### config.mk
export PLATFORM = sky130hd
export DESIGN_NAME = parp_mmu
export DESIGN_NICKNAME = d
export VERILOG_FILES = /design/src/parp_pkg.sv /design/src/parp_mmu.sv /design/src/parp_relocate.sv
export SDC_FILE = /design/constraint.sdc
export NUM_CORES = 1
export LEC_CHECK = 0
export BUFFER_PORTS_ARGS = -buffer_cell sky130_fd_sc_hd__buf_2
export CELL_PAD_IN_SITES_DETAIL_PLACEMENT = 0
export CELL_PAD_IN_SITES_GLOBAL_PLACEMENT = 2
export CORE_UTILIZATION = 24
export DETAILED_ROUTE_END_ITERATION = 6
export PLACE_DENSITY_LB_ADDON = 0.15
export RECOVER_POWER = 100
export SLEW_MARGIN = 15
export SYNTH_ARGS = -nofsm -noshare
export SYNTH_HDL_FRONTEND = slang
export SYNTH_SLANG_ARGS = --single-unit
### constraint.sdc
create_clock -name i_core_clk -period 3.3 [get_ports i_core_clk]
set_clock_uncertainty 0.15 [all_clocks]
set_input_delay 0.66 -clock i_core_clk [delete_from_list [all_inputs] [get_ports i_core_clk]]
set_output_delay 0.66 -clock i_core_clk [all_outputs]
set_load 0.1 [all_outputs]
### src/parp_pkg.sv
package parp_pkg;
	// =====================================================
	// address geometry
	localparam int VA_W       = 16;
	localparam int PA_W       = 18;
	localparam int BASE_W     = 12;
	localparam int BLK_W      = 7;
	localparam int OFS_W      = 6;
	localparam int PAGE_LO    = 13;
	localparam int PAGE_HI    = 15;
	localparam int BLK_LO     = 6;
	localparam int BLK_HI     = 12;
	localparam int KEY_W      = 3;
	localparam int MODE_W     = 2;
	localparam int MODE_LO    = 14;
	localparam int MODE_HI    = 15;
	localparam int PREV_LO    = 12;
	localparam int PREV_HI    = 13;
	localparam int PAGES      = 8;
	localparam int SETS       = 3;
	localparam int REGS       = 48;
	localparam int IDX_W      = 6;
	// =====================================================
	// mode codes
	localparam logic [1:0] MODE_KERNEL  = 2'h0;
	localparam logic [1:0] MODE_SUPER   = 2'h1;
	localparam logic [1:0] MODE_ILLEGAL = 2'h2;
	localparam logic [1:0] MODE_USER    = 2'h3;
	// =====================================================
	// register set codes
	localparam logic [1:0] SET_KERNEL   = 2'h0;
	localparam logic [1:0] SET_SUPER    = 2'h1;
	localparam logic [1:0] SET_USER     = 2'h2;
	// =====================================================
	// access keys
	localparam logic [2:0] KEY_NONRES   = 3'h0;
	localparam logic [2:0] KEY_RDONLY   = 3'h2;
	localparam logic [2:0] KEY_FULL     = 3'h6;
	// =====================================================
	// abort vector, kernel data space
	localparam logic [15:0] VEC_PC      = 16'h00a8;
	localparam logic [15:0] VEC_STATUS  = 16'h00aa;
	// =====================================================
	// abort causes
	typedef enum logic [1:0] {
		PARP_OK,
		PARP_NONRES,
		PARP_RDONLY,
		PARP_BADMODE
	} parp_cause_t;
endpackage

### src/parp_mmu.sv
`timescale 1ns/100ps
// Operation
// - status mode bits pick one of three sets
// - pure-code references use instruction registers
// - top three address bits index page
// - base register holds twelve bits only
// - base plus block, low six pass
// - processor address treated as virtual
// - pages start on 8192-word virtual boundaries
// - pages map independently, shared bases allowed
// - key check aborts via vector 250
// - key zero aborts every access
// - key two aborts writes only
// - key six allows everything
// - split spaces only when control enables
// - user-user previous read uses data space
// - mode code ten aborts everything
// - abort vector pc 250, status 252
module parp_mmu #(
	parameter int NREG = 48
) (
	// clock and reset
	input  wire logic        i_core_clk,
	input  wire logic        i_rst,
	// control
	input  wire logic        i_mmu_enable,
	input  wire logic        i_split_enable,
	// processor reference
	input  wire logic        i_req,
	input  wire logic [15:0] i_virtual_address,
	input  wire logic [15:0] i_processor_status_word,
	input  wire logic        i_write,
	input  wire logic        i_pure_code,
	input  wire logic        i_prev_ispace_read,
	// register loading
	input  wire logic        i_cfg_we,
	input  wire logic [5:0]  i_cfg_idx,
	input  wire logic [11:0] i_cfg_base,
	input  wire logic [2:0]  i_cfg_key,
	input  wire logic        i_cfg_rd,
	// memory side
	output logic             o_mem_start,
	output logic [17:0]      o_mem_addr,
	output logic             o_mem_write,
	// abort side
	output logic             o_abort,
	output logic [1:0]       o_abort_cause,
	output logic [15:0]      o_abort_vec_pc,
	output logic [15:0]      o_abort_vec_status,
	// register readback
	output logic [11:0]      o_cfg_base,
	output logic [2:0]       o_cfg_key
);
	// =====================================================
	// register store
	// twelve-bit base only
	logic [11:0] page_base_register [NREG];
	logic [2:0]  page_descriptor_register [NREG];
	logic        cfg_idx_ok;
	logic        cfg_write;

	// indices past the last entry are dropped, never wrapped
	assign cfg_idx_ok = (i_cfg_idx < 6'(NREG));
	assign cfg_write  = i_cfg_we && cfg_idx_ok;

	// not cleared by reset: software loads them before enabling
	always_ff @(posedge i_core_clk) begin
		if (cfg_write) begin
			page_base_register[i_cfg_idx]       <= i_cfg_base;
			page_descriptor_register[i_cfg_idx] <= i_cfg_key;
		end
	end

	// =====================================================
	// mode decode
	logic [1:0]  cur_mode;
	logic [1:0]  prev_mode;
	logic        cur_kernel;
	logic        cur_super;
	logic        cur_user;
	logic        prev_user;
	logic        user_user;
	logic [1:0]  set_sel;

	assign cur_mode   = i_processor_status_word[parp_pkg::MODE_HI:
		parp_pkg::MODE_LO];
	// previous mode sits just below current mode
	assign prev_mode  = i_processor_status_word[parp_pkg::PREV_HI:
		parp_pkg::PREV_LO];
	// only three codes name a set
	assign cur_kernel = (cur_mode == parp_pkg::MODE_KERNEL);
	assign cur_super  = (cur_mode == parp_pkg::MODE_SUPER);
	assign cur_user   = (cur_mode == parp_pkg::MODE_USER);
	assign prev_user  = (prev_mode == parp_pkg::MODE_USER);
	assign user_user  = cur_user && prev_user;
	// illegal code lands on the kernel set; it aborts anyway
	assign set_sel    = cur_user ? parp_pkg::SET_USER :
		cur_super ? parp_pkg::SET_SUPER : parp_pkg::SET_KERNEL;

	// =====================================================
	// reference kind
	logic        ref_read;
	logic        ref_write;

	assign ref_write = i_write;
	// fetches count as reads for the key check
	assign ref_read  = !i_write;

	// =====================================================
	// space and page selection
	logic [2:0]  page_idx;
	logic        prev_demote;
	logic        pure_ref;
	logic        use_i;
	logic        use_d;
	logic [5:0]  reg_idx;
	logic [11:0] sel_base;
	logic [2:0]  sel_key;

	// each page owns an 8192-word virtual slot
	assign page_idx    = i_virtual_address[parp_pkg::PAGE_HI:
		parp_pkg::PAGE_LO];
	// user-user previous fetch demoted to data
	assign prev_demote = i_prev_ispace_read && user_user;
	assign pure_ref    = i_pure_code && !prev_demote;
	// split off: everything maps instruction half
	assign use_i       = !i_split_enable || pure_ref;
	assign use_d       = !use_i;
	// layout: set*16 + (data?8:0) + page
	assign reg_idx     = {set_sel, use_d, page_idx};
	assign sel_base    = page_base_register[reg_idx];
	assign sel_key     = page_descriptor_register[reg_idx];

	// =====================================================
	// address formation
	logic [17:0] reloc_addr;
	logic [17:0] flat_addr;
	logic [17:0] mem_addr_d;

	// no cross-page interaction, shared bases fine
	parp_relocate u_reloc (
		.i_base  (sel_base),
		.i_vaddr (i_virtual_address),
		.o_paddr (reloc_addr)
	);

	assign flat_addr  = {2'h0, i_virtual_address};
	// processor address always virtual when enabled
	assign mem_addr_d = i_mmu_enable ? reloc_addr : flat_addr;

	// =====================================================
	// access check
	logic        key_nonres;
	logic        key_rdonly;
	logic        key_full;
	logic        key_other;
	logic        bad_mode;
	logic        key_ok;
	logic        deny;
	logic        cause_nonres;
	logic        cause_rdonly;
	parp_pkg::parp_cause_t cause;

	assign key_nonres   = (sel_key == parp_pkg::KEY_NONRES);
	assign key_rdonly   = (sel_key == parp_pkg::KEY_RDONLY);
	assign key_full     = (sel_key == parp_pkg::KEY_FULL);
	// statistics keys are not built; they refuse like key zero
	assign key_other    = !(key_nonres || key_rdonly || key_full);
	assign bad_mode     = !(cur_kernel || cur_super || cur_user);
	assign key_ok       = key_full || (key_rdonly && ref_read);
	assign deny         = i_mmu_enable && (bad_mode || !key_ok);
	assign cause_nonres = key_nonres || key_other;
	assign cause_rdonly = key_rdonly && ref_write;
	assign cause        = !deny ? parp_pkg::PARP_OK :
		bad_mode ? parp_pkg::PARP_BADMODE :
		cause_rdonly ? parp_pkg::PARP_RDONLY :
		cause_nonres ? parp_pkg::PARP_NONRES : parp_pkg::PARP_OK;

	// =====================================================
	// reference next values
	logic        mem_start_d;
	logic        mem_write_d;
	logic        abort_d;
	logic [1:0]  cause_d;

	// memory start suppressed in same cycle as abort
	assign mem_start_d = i_req && !deny;
	assign mem_write_d = mem_start_d && ref_write;
	assign abort_d     = i_req && deny;
	assign cause_d     = abort_d ? cause : parp_pkg::PARP_OK;

	// =====================================================
	// memory side registers
	// start pulse one cycle after the request
	always_ff @(posedge i_core_clk or posedge i_rst) begin
		if (i_rst) begin
			o_mem_start <= 1'b0;
		end else begin
			o_mem_start <= mem_start_d;
		end
	end

	// write qualifier only rides with a started cycle
	always_ff @(posedge i_core_clk or posedge i_rst) begin
		if (i_rst) begin
			o_mem_write <= 1'b0;
		end else begin
			o_mem_write <= mem_write_d;
		end
	end

	// address refreshed every cycle, valid with start
	always_ff @(posedge i_core_clk or posedge i_rst) begin
		if (i_rst) begin
			o_mem_addr <= 18'h0;
		end else begin
			o_mem_addr <= mem_addr_d;
		end
	end

	// =====================================================
	// abort side registers
	// abort pulse replaces the memory start
	always_ff @(posedge i_core_clk or posedge i_rst) begin
		if (i_rst) begin
			o_abort <= 1'b0;
		end else begin
			o_abort <= abort_d;
		end
	end

	// cause reads zero whenever no abort stands
	always_ff @(posedge i_core_clk or posedge i_rst) begin
		if (i_rst) begin
			o_abort_cause <= 2'h0;
		end else begin
			o_abort_cause <= cause_d;
		end
	end

	// =====================================================
	// vector registers
	// vector pair fixed
	always_ff @(posedge i_core_clk or posedge i_rst) begin
		if (i_rst) begin
			o_abort_vec_pc <= parp_pkg::VEC_PC;
		end else begin
			o_abort_vec_pc <= parp_pkg::VEC_PC;
		end
	end

	// status slot follows the pc slot
	always_ff @(posedge i_core_clk or posedge i_rst) begin
		if (i_rst) begin
			o_abort_vec_status <= parp_pkg::VEC_STATUS;
		end else begin
			o_abort_vec_status <= parp_pkg::VEC_STATUS;
		end
	end

	// =====================================================
	// register readback
	logic [11:0] rd_base;
	logic [2:0]  rd_key;

	// out-of-range index reads zero; live entries x until written
	assign rd_base = cfg_idx_ok ? page_base_register[i_cfg_idx] :
		12'h0;
	assign rd_key  = cfg_idx_ok ? page_descriptor_register[i_cfg_idx] :
		3'h0;

	// =====================================================
	// readback registers
	always_ff @(posedge i_core_clk or posedge i_rst) begin
		if (i_rst) begin
			o_cfg_base <= 12'h0;
		end else if (i_cfg_rd) begin
			o_cfg_base <= rd_base;
		end
	end

	// key latched on the same strobe
	always_ff @(posedge i_core_clk or posedge i_rst) begin
		if (i_rst) begin
			o_cfg_key <= 3'h0;
		end else if (i_cfg_rd) begin
			o_cfg_key <= rd_key;
		end
	end
endmodule

### src/parp_relocate.sv
`timescale 1ns/100ps
// combinational base add: one adder, shared by all registers
module parp_relocate (
	// inputs
	input  wire logic [11:0] i_base,
	input  wire logic [15:0] i_vaddr,
	// outputs
	output logic      [17:0] o_paddr
);
	logic [11:0] blk_ext;
	logic [11:0] hi_sum;

	assign blk_ext = {{(parp_pkg::BASE_W - parp_pkg::BLK_W){1'b0}},
		i_vaddr[parp_pkg::BLK_HI:parp_pkg::BLK_LO]};
	assign hi_sum  = i_base + blk_ext;
	assign o_paddr = {hi_sum, i_vaddr[parp_pkg::OFS_W-1:0]};
endmodule

Word-level counts from Yosys, hierarchy flattened
Memory sizes are Yosys's and may differ from the RTL's. Cells that the tools add are included.

Register bits after elaboration: 38. Bits in writable memories: 720. Input bits: 63. Logic and storage cells: 56. Memories kept: 2.

Add/subtract/negate cells: 1. Magnitude comparators: 1. Equal/unequal tests: 5. Multiplexer cells: 12. Reduce and logical (&&, ||, !) cells: 28.

Memories: page_base_register (depth 48, width 12, rd ports 2, clocked after memory_dff 0, wr ports 1, RTL line parp_mmu.sv:57) `logic [11:0] page_base_register [NREG];`; page_descriptor_register (depth 48, width 3, rd ports 2, clocked after memory_dff 0, wr ports 1, RTL line parp_mmu.sv:58) `logic [2:0] page_descriptor_register [NREG];`.

Operators by type and width (count): 2-to-1 mux 18 bit (1); adder 12 x 7 -> 12 bit (1); 2-to-1 mux 12 bit (1); logical AND 1 bit (10); 2-to-1 mux 2 bit (5); logical NOT 1 bit (8); logical OR 1 bit (8); less-than comparator 6 bit, second input constant (1); equality test 2 bit, second input constant (2); 2-to-1 mux 1 bit (4); equality test 3 x 2 -> 1 bit, second input constant (1); equality test 3 bit, second input constant (1); logical NOT 3 bit (1); 2-to-1 mux 3 bit (1); equality test 2 x 1 -> 1 bit, second input constant (1); logical NOT 2 bit (1).

Depth between registers and ports, before layout
Gate-level depths: netlist (run 1). An unclocked memory read counts as a cell.

Depth in word-level cells: 18. Gate-level depth with buffers: 19. Depth with buffers taken out: 14.

By module
A second synthesis (run 1) with hierarchy kept.

Cell total of the unflattened synthesis: 2074. Area, all modules: 34396.7 sq um.

Modules (own cells, without submodules): parp_mmu (instances 1, cells each 2016, area an instance 33965.1 sq um); parp_relocate (instances 1, cells each 58, area an instance 431.7 sq um).

Worst setup path before layout (run 1)
OpenSTA, ideal clock, no wires.

Kind: input to register. Start: in i_virtual_address[13]. End: reg o_mem_addr[16]. Library setup time: 120 ps. Data arrival time: 4444 ps. Path slack: -1414 ps. Stages on the path: 19. Buffers on the path: 6. Cells stage by stage: buf_6 > buf_12 > buf_12 > buf_12 > buf_12 > buf_2 > mux4_2 > mux4_2 > nor2_1 > a31oi_1 > ha_1 > fa_1 > a21o_1 > a21oi_1 > o21bai_1 > a21oi_1 > o21ba_2 > nor3_1 > a31o_2.

Longest elaborated chain between the ends: 3.

RTL lines: start, declared (RTL line parp_mmu.sv:30) `input wire logic [15:0] i_virtual_address,`; memory (48 x 12 bit); adder 12 x 7 -> 12 bit (RTL line parp_relocate.sv:15) `assign hi_sum = i_base + blk_ext;`; 2-to-1 mux 18 bit (RTL line parp_mmu.sv:149) `assign mem_addr_d = i_mmu_enable ? reloc_addr : flat_addr;`; net mem_addr_d[16] (RTL line parp_mmu.sv:138) `logic [17:0] mem_addr_d;`; end signal, assigned (RTL line parp_mmu.sv:217) `o_mem_addr <= mem_addr_d;`; end, declared (RTL line parp_mmu.sv:43) `output logic [17:0] o_mem_addr,`.

The timed path passes the listed nets, and every way through them passes these cells. A chain may end at the register's enable or synchronous reset.

Worst setup path in the final report (run 1)
Start: in i_virtual_address[13]. End: reg o_mem_addr[14].

Same word-level chain as after synthesis.

==> impl_metrics.csv, run 1 <==
group,metric,value,unit
run_status,status,"complete, but fails checks",
run_status,violations,"capacitance limit, slew limit, setup timing",
placement,gp_congestion,0.845,
drt,via_per_inst,5.15,
grt,grt_pass1_vias,23700,
yosys,synth_top_family_by_area,"multiplexers",
die,core,142000,sq um
yosys,ys_ff_latch,758,
finish,area_growth,25.4,%
timing,final_max_slew_viol_count,774,
yosys,synth_mux_area_share,14.2,%
placement,post-dp-hpwl,98900,um
yosys,synth_compound_area_share,11.8,%
yosys,async_flop_share,5.01,%
timing,slew_headroom,-62.3,%
drt,wl,146000,um
die,io_pins,133,
clock_tree,clk_pin_slew,0.06,ns
placement,dp_slack,-1.14,ns
power_and_ir_drop,switchingPower,0.00613,W
grt,antenna_found_initial,3,
die,die-area,144000,sq um
setup_path,worstSetupPathType,"input pin to register",
timing,finalSetupViolCount,66,
drt,drt-initial-drc-count,2301,
power_and_ir_drop,seqPwrFrac,44.6,%
die,start_util,24.2,%
finish,layout.cells.non_filler,4483,
placement,port_buffers,88,
power_and_ir_drop,p_per_area,558,nW/um^2
yosys,synth_ff_type,"edfxtp_1",
setup_path,reg2reg_from,"page_base_register[7][0]",
setup_path,cp-startpoint,"i_virtual_address[13]",
die,dieHeight,380,um
timing,tightest_slew,2.43,ns
yosys,syn_inst,2081,
setup_path,critPathMaxFanout,12,
yosys,yosysSeqAreaShare,65.8,%
setup_path,critPathMaxStageDelay,0.53,ns
setup_path,reg2reg_slack,-0.35,ns
drt,dr.pass1.iters,7,
power_and_ir_drop,leakage,14.3,nW
yosys,synth_edf_count,720,
timing,finalHoldViolCount,0,
timing,fmaxAchievable,271,MHz
setup_path,cp.required,3.77,ns
setup_path,cp_top_family,"multiplexers",
finish,num-fill-cells,14100,
clock_tree,cts_tree,"done",
setup_path,crit_path_end_kind,"register",
power_and_ir_drop,peakVddDrop,0.000399,V
die,die_w,380,um
power_and_ir_drop,power,0.0240,W
yosys,yosys_warnings,0,
yosys,synthAdderAreaFrac,0.314,%
finish,layout-drive-gt1-share,31.9,%
grt,gr-total-overflow,0,
setup_path,worstPathCellList,"buf_8 -> buf_12 -> buf_12 -> mux4_2 -> mux4_2 -> nand2_1 -> a31oi_1 -> ha_1 -> inv_1 -> o21bai_1 -> buf_4 -> a21oi_4 -> o21ba_4 -> or3_1 -> a31oi_1",
yosys,ys_types,69,
worst_hold_path,hp-start,"i_write",
timing,rsz0062_at_grt,"yes",
setup_path,crit_path_top_delay_cell,"mux4_2",
clock_tree,cts_buffers,92,
setup_path,startpoint_type,"input pin",
clock_tree,cts_max_path_buffers,3,
yosys,syn_avg_cell_area,16.5,sq um
setup_path,worst-path-buf-inv,5,
clock_tree,htreeDepth,3,
finish,nets,2589,
drt,drc,0,
worst_hold_path,hp-class,"input pin to register",
timing,fin_ws,-0.388,ns
yosys,syn-cell-area,34300,sq um
clock_tree,insertion_delay,0.70,ns
timing,fin_crit,3.69,ns
yosys,synth_xor_area_share,0.153,%
run,drv_cap,16,
die,row_count,138,
power_and_ir_drop,p_sw_share,25.6,%
placement,dp.cells,4302,
power_and_ir_drop,power_frac_comb,11.7,%
timing,whs,0.0576,ns
drt,dr_total_vias,23100,
clock_tree,clockRootBuffer,"clkbuf_16",
power_and_ir_drop,p_int,0.0179,W
drt,ant_nets,0,
grt,grt_max_degree,52,
power_and_ir_drop,clock_power_share,43.6,%
drt,wl_per_cell,32.5,um
grt,grt_first_pass_wirelength,200000,um
setup_path,arrival,4.15,ns
grt,grt_usage,19.9,%
timing,min_period_over_period,112,%
yosys,synthSimpleGateAreaFrac,3.89,%
clock_tree,cts_sinks,758,
[logic make-up after synthesis]
kind of cell               count (synthesis)
xor gates and xnor gates                   6
buffers and inverters                    247
AOI/OAI and AO/OA                        552
DFF                                      758
muxes                                    244
and+or+nand+nor                          264
other                                      2
adders and majority gates                  8
[worst min-delay path: stages]
cell and delay [ns]:
buf_2 0.11, nand2_1 0.05, a21oi_1 0.03
[per-layer routing]
metal / vias to the layer above / global-route usage [%] / share of wire [%]
met3: 166 / 2.69 / 5.6
met4: 2 / 5.67 / 2.6
met2: 989 / 33.3 / 49
met5: - / 0 / 0.0089
li1: 9585 / - / -
met1: 12300 / 26.8 / 43
[Yosys cell counts, drive strengths merged (2+ instances only)]
master | count | share of area, %
and4 | 2 | 0.051
o21bai | 3 | 0.066
a222oi | 3 | 0.088
conb | 2 | 0.022
mux2i | 30 | 0.88
a22o | 72 | 1.8
dfrtp | 38 | 2.8
and2 | 7 | 0.13
nand2b | 6 | 0.11
o211a | 3 | 0.088
nand2 | 73 | 0.82
a21boi | 2 | 0.044
and3b | 3 | 0.077
a21o | 3 | 0.066
o211ai | 7 | 0.15
a211o | 3 | 0.077
nand3 | 14 | 0.20
a211oi | 7 | 0.15
edfxtp | 720 | 63
inv | 50 | 0.55
nor2 | 79 | 0.86
o22ai | 18 | 0.33
nand4 | 12 | 0.24
buf | 125 | 2.4
ha | 7 | 0.26
a22oi | 177 | 3.9
or3 | 2 | 0.036
o2111a | 2 | 0.066
clkbuf | 72 | 0.83
nor3b | 27 | 0.59
mux2 | 26 | 0.85
xnor2 | 6 | 0.15
nand3b | 4 | 0.088
nor3 | 7 | 0.10
a221oi | 74 | 1.9
o21ai | 27 | 0.39
and3 | 3 | 0.055
or4 | 12 | 0.26
a31oi | 102 | 1.9
a21oi | 38 | 0.55
a31o | 2 | 0.051
mux4 | 188 | 12
nor2b | 8 | 0.15
[power groups by stage]
stage	sequential, W	combinational (W)	clock (W)
6_report	0.0107	0.00281	0.0105
5_1_grt	0.0107	0.00295	0.0111
2_1_floorplan	0.0113	0.00122	0
3_3_place_gp	0.0109	0.00284	0
3_5_place_dp	0.0109	0.00283	0
4_1_cts	0.0107	0.00288	0.0107
[repair_timing]
action / 4_1_cts / 5_1_grt
buffers inserted: 3 / 2
gates resized for setup: 17 / 2
setup endpoints to repair: 9 / 9
hold buffers: 6 / 0
pin swaps: 4 / 5
gates cloned: 1 / 0
hold endpoints to repair: 6 / 0
[metrics by stage]
step | util (%) | TNS [ns] | area (sq um)
detailed placement | 28.5 | -17.05 | 40300
finish | 30.4 | -4.53 | 43000
global route | 30.4 | -14.37 | 43000
floorplan | - | -7.42 | 34500
global placement | 28.5 | -18.07 | 40300
CTS | 30.8 | -1.67 | 43600
[path summary, 6_finish.rpt]
path | endpoint | depth (start not counted)
setup reg to reg | o_mem_addr[16] | 15
hold / removal | o_mem_write | 3
hold reg to reg | o_cfg_key[1] | 2
max in group asynchronous | o_cfg_base[5] | 2
min in group asynchronous | o_cfg_base[11] | 2
setup / recovery | o_mem_addr[14] | 15
[cell type report]
cell class,instances,area (sq um),area share (%)
flip-flops and latches,758,22600,52.5
multi-input cells,1106,10700,25.0
repair buffers,510,4060,9.44
clock buffers,110,2460,5.73
well taps,1890,2360,5.50
clock inverters,58,626,1.45
inverters,50,188,0.436
diodes,1,2.50,0.00582
[registers in the layout (all words and copies together) (netlist names)]
signal	cells
o_mem_addr	18
o_abort	1
o_mem_start	1
o_abort_cause	2
page_descriptor_register	144
o_cfg_base	12
page_base_register	576
o_cfg_key	3
o_mem_write	1
[cell usage in the layout, fill, tap and decap left out, types with 18 or more instances in the layout]
cell type  instances
a21oi_1           34
a221oi_1          74
a22o_1            72
a22oi_1          177
a31oi_1           98
buf_12            42
buf_2             34
buf_4            295
clkbuf_1          75
clkbuf_16         95
clkbuf_2          31
clkbuf_4          24
clkinv_1          20
conb_1            32
dfrtp_1           38
edfxtp_1         720
inv_1             50
mux2_2            23
mux2i_1           30
mux4_2           177
nand2_1           70
nor2_1            60
nor2_2            19
nor3b_1           25
o21ai_0           25
o22ai_1           18
No activity file was read; power rests on OpenSTA's default activity.
==> run 2: changes to the inputs <==
Settings changed: PLACE_DENSITY_LB_ADDON 0.15 to 0.1.
==> run 2 against run 1 <==
  * The flow still finishes with violations (capacitance limit, slew limit, setup timing)
  * Non-clock buffer count is 30 higher
  * Global-route usage is 0.66 points higher
  * Wire length is 3.2% higher
  * Sequential power hardly changed
  * Critical endpoint is now o_cfg_base[10]
  * Highest routed layer unchanged
==> impl_metrics.csv, run 2 (synthesis gave the netlist of run 1 again) <==
group,metric,value,unit
run_status,status,"complete, but fails checks",
run_status,violations,"capacitance limit, slew limit, setup timing",
power_and_ir_drop,leakage,14.5,nW
drt,drt-initial-drc-count,2230,
timing,final_max_slew_viol_count,725,
run,drv_cap,15,
timing,finalHoldViolCount,0,
clock_tree,htreeDepth,3,
grt,antenna_found_initial,6,
finish,design_area,43400,sq um
power_and_ir_drop,seqPwrFrac,44.5,%
clock_tree,cts_sinks,758,
finish,regMostFlops,"page_base_register",
setup_path,worstPathCellList,"clkbuf_1 -> clkbuf_1 -> mux2_2 -> a22oi_1 -> nand2_1 -> o21ai_0 -> a31oi_1 -> buf_4 -> nor4_1 -> o22ai_1",
placement,placed_area,40700,sq um
die,dieHeight,380,um
finish,largest_reg_flops,576,
drt,wl_met1,65700,um
timing,slew_headroom,-87.3,%
setup_path,critPathMaxStageDelay,0.97,ns
grt,grt_max_degree,51,
setup_path,crit_path_end_kind,"register",
setup_path,startpoint_type,"input pin",
power_and_ir_drop,p_per_area,555,nW/um^2
timing,finalSetupViolCount,113,
drt,via_per_inst,5.19,
power_and_ir_drop,power_frac_comb,12.0,%
grt,grt_usage,20.5,%
timing,whs,0.0948,ns
die,die_w,380,um
die,start_util,24.2,%
setup_path,reg2reg_from,"page_base_register[43][0]",
power_and_ir_drop,p_int,0.0178,W
setup_path,arrival,4.06,ns
grt,grt_pass1_vias,24000,
drt,dr.pass1.iters,5,
setup_path,cp_common_cell,"clkbuf_1",
finish,layout_common_cells,"edfxtp_1 (720), buf_4 (329), a22oi_1 (177), mux4_2 (177), a31oi_1 (100)",
clock_tree,clockRootBuffer,"clkbuf_16",
timing,fin_ws,-0.358,ns
finish,layout-drive-gt1-share,33.0,%
drt,wl_met3,7350,um
die,core,142000,sq um
die,io_pins,133,
clock_tree,clk_pin_slew,0.06,ns
timing,rsz0062_at_grt,"yes",
setup_path,critPathMaxFanout,16,
worst_hold_path,hp-class,"input pin to register",
timing,fin_crit,3.66,ns
placement,dp.cells,4332,
clock_tree,cts_tree,"done",
finish,reg_top3,"page_base_register x576, page_descriptor_register x144, o_mem_addr x18",
setup_path,rr_worst_depth,15,
drt,wl,150000,um
power_and_ir_drop,switchingPower,0.00631,W
grt,grt_first_pass_wirelength,205000,um
die,die-area,144000,sq um
setup_path,reg2reg_slack,-0.35,ns
setup_path,worst-path-buf-inv,3,
timing,fmaxAchievable,273,MHz
power_and_ir_drop,clock_power_share,43.6,%
setup_path,crit_path_top_delay_cell,"clkbuf_1",
setup_path,worstReg2RegEnd,"o_mem_addr[16]",
worst_hold_path,hold_path_end,"o_mem_addr[12]",
power_and_ir_drop,power,0.0241,W
finish,area_growth,26.6,%
placement,post-dp-hpwl,102000,um
setup_path,cp.required,3.70,ns
drt,drc,0,
clock_tree,insertion_delay,0.70,ns
setup_path,worstSetupPathType,"input pin to register",
finish,layout_commonest_cell,"edfxtp_1",
die,row_count,138,
placement,port_buffers,88,
drt,wl_per_cell,33.3,um
setup_path,cp_top_family,"buffers and inverters",
clock_tree,cts_max_path_buffers,3,
drt,wl_met2,71700,um
timing,tightest_slew,2.81,ns
power_and_ir_drop,peakVddDrop,0.000339,V
power_and_ir_drop,p_sw_share,26.2,%
worst_hold_path,hold_depth,2,
clock_tree,cts_buffers,93,
finish,nets,2620,
finish,layout.cells.non_filler,4515,
setup_path,cp-startpoint,"i_cfg_idx[2]",
timing,min_period_over_period,111,%
grt,gr-total-overflow,0,
drt,top_layer,"met5",
drt,dr_total_vias,23400,
drt,ant_nets,0,
placement,gp_congestion,0.827,
worst_hold_path,hp-start,"i_virtual_address[12]",
run 2: cell count changes in the layout (fill, tap and decap cells not counted), moves of 3 or more:
cell      change
buf_12       +17
clkinv_2      +7
inv_6         +4
clkbuf_8      -3
buf_6         -3
buf_2         +3
nor2_1       -10
clkbuf_4     -16
buf_4        +34
clkbuf_2      -8
nor2_2       +10
run 2: through the flow:
| stage | utilization (%) | setup WS [ns] | TNS (ns) |
|---|---|---|---|
| after CTS | 31.0 | -0.341 | -2.13 |
| final | 30.7 | -0.358 | -8.81 |
| after detailed placement | 28.7 | -1.18 | -21.09 |
| after floorplan | - | -1.03 | -7.42 |
| after global placement | 28.7 | -1.22 | -21.86 |
| after global routing | 30.7 | -0.474 | -15.24 |
run 2: how the worst max path moves through the flow:
| stage | slack, ns | depth (start not counted) | end |
|---|---|---|---|
| 6_report | -0.36 | 10 | o_cfg_base[10] |
| 4_1_cts | -0.34 | 15 | o_mem_addr[16] |
| 3_5_place_dp | -1.18 | 16 | o_mem_addr[14] |
| 2_1_floorplan | -1.03 | 19 | o_mem_addr[16] |
| 5_1_grt | -0.47 | 15 | o_mem_addr[16] |
| 3_3_place_gp | -1.22 | 16 | o_mem_addr[14] |
run 2: repair_timing:
action | CTS | global route
pin swaps | 2 | 2
setup buffers | 7 | 0
hold buffers | 8 | 0
endpoints found under the hold margin | 7 | 0
gates resized for setup | 14 | 3
endpoints found under the setup margin | 9 | 9
run 2: cell type report:
cell class | instances | area, sq um
multi-input combinational | 1106 | 10800
antenna | 1 | 2.50
tap | 1890 | 2360
timing repair buffer | 540 | 4450
inverter | 50 | 188
sequential | 758 | 22600
clock inverter | 67 | 679
clock buffer | 103 | 2410
fill | 14000 | 98200
run 2: routing by layer:
layer / GRT usage (%) / vias to the layer above
met2: 33.7 / 985
li1: - / 9658
met5: 0 / -
met3: 2.50 / 233
met4: 7.95 / 2
met1: 27.6 / 12500
run 2: power by group through the flow:
stage / registers [W] / clock network [W] / logic [W]
after floorplan: 0.0113 / 0 / 0.00122
after global placement: 0.0109 / 0 / 0.00291
after detailed placement: 0.0109 / 0 / 0.00291
after CTS: 0.0107 / 0.0108 / 0.00297
after global routing: 0.0107 / 0.0111 / 0.00302
final: 0.0107 / 0.0105 / 0.00289
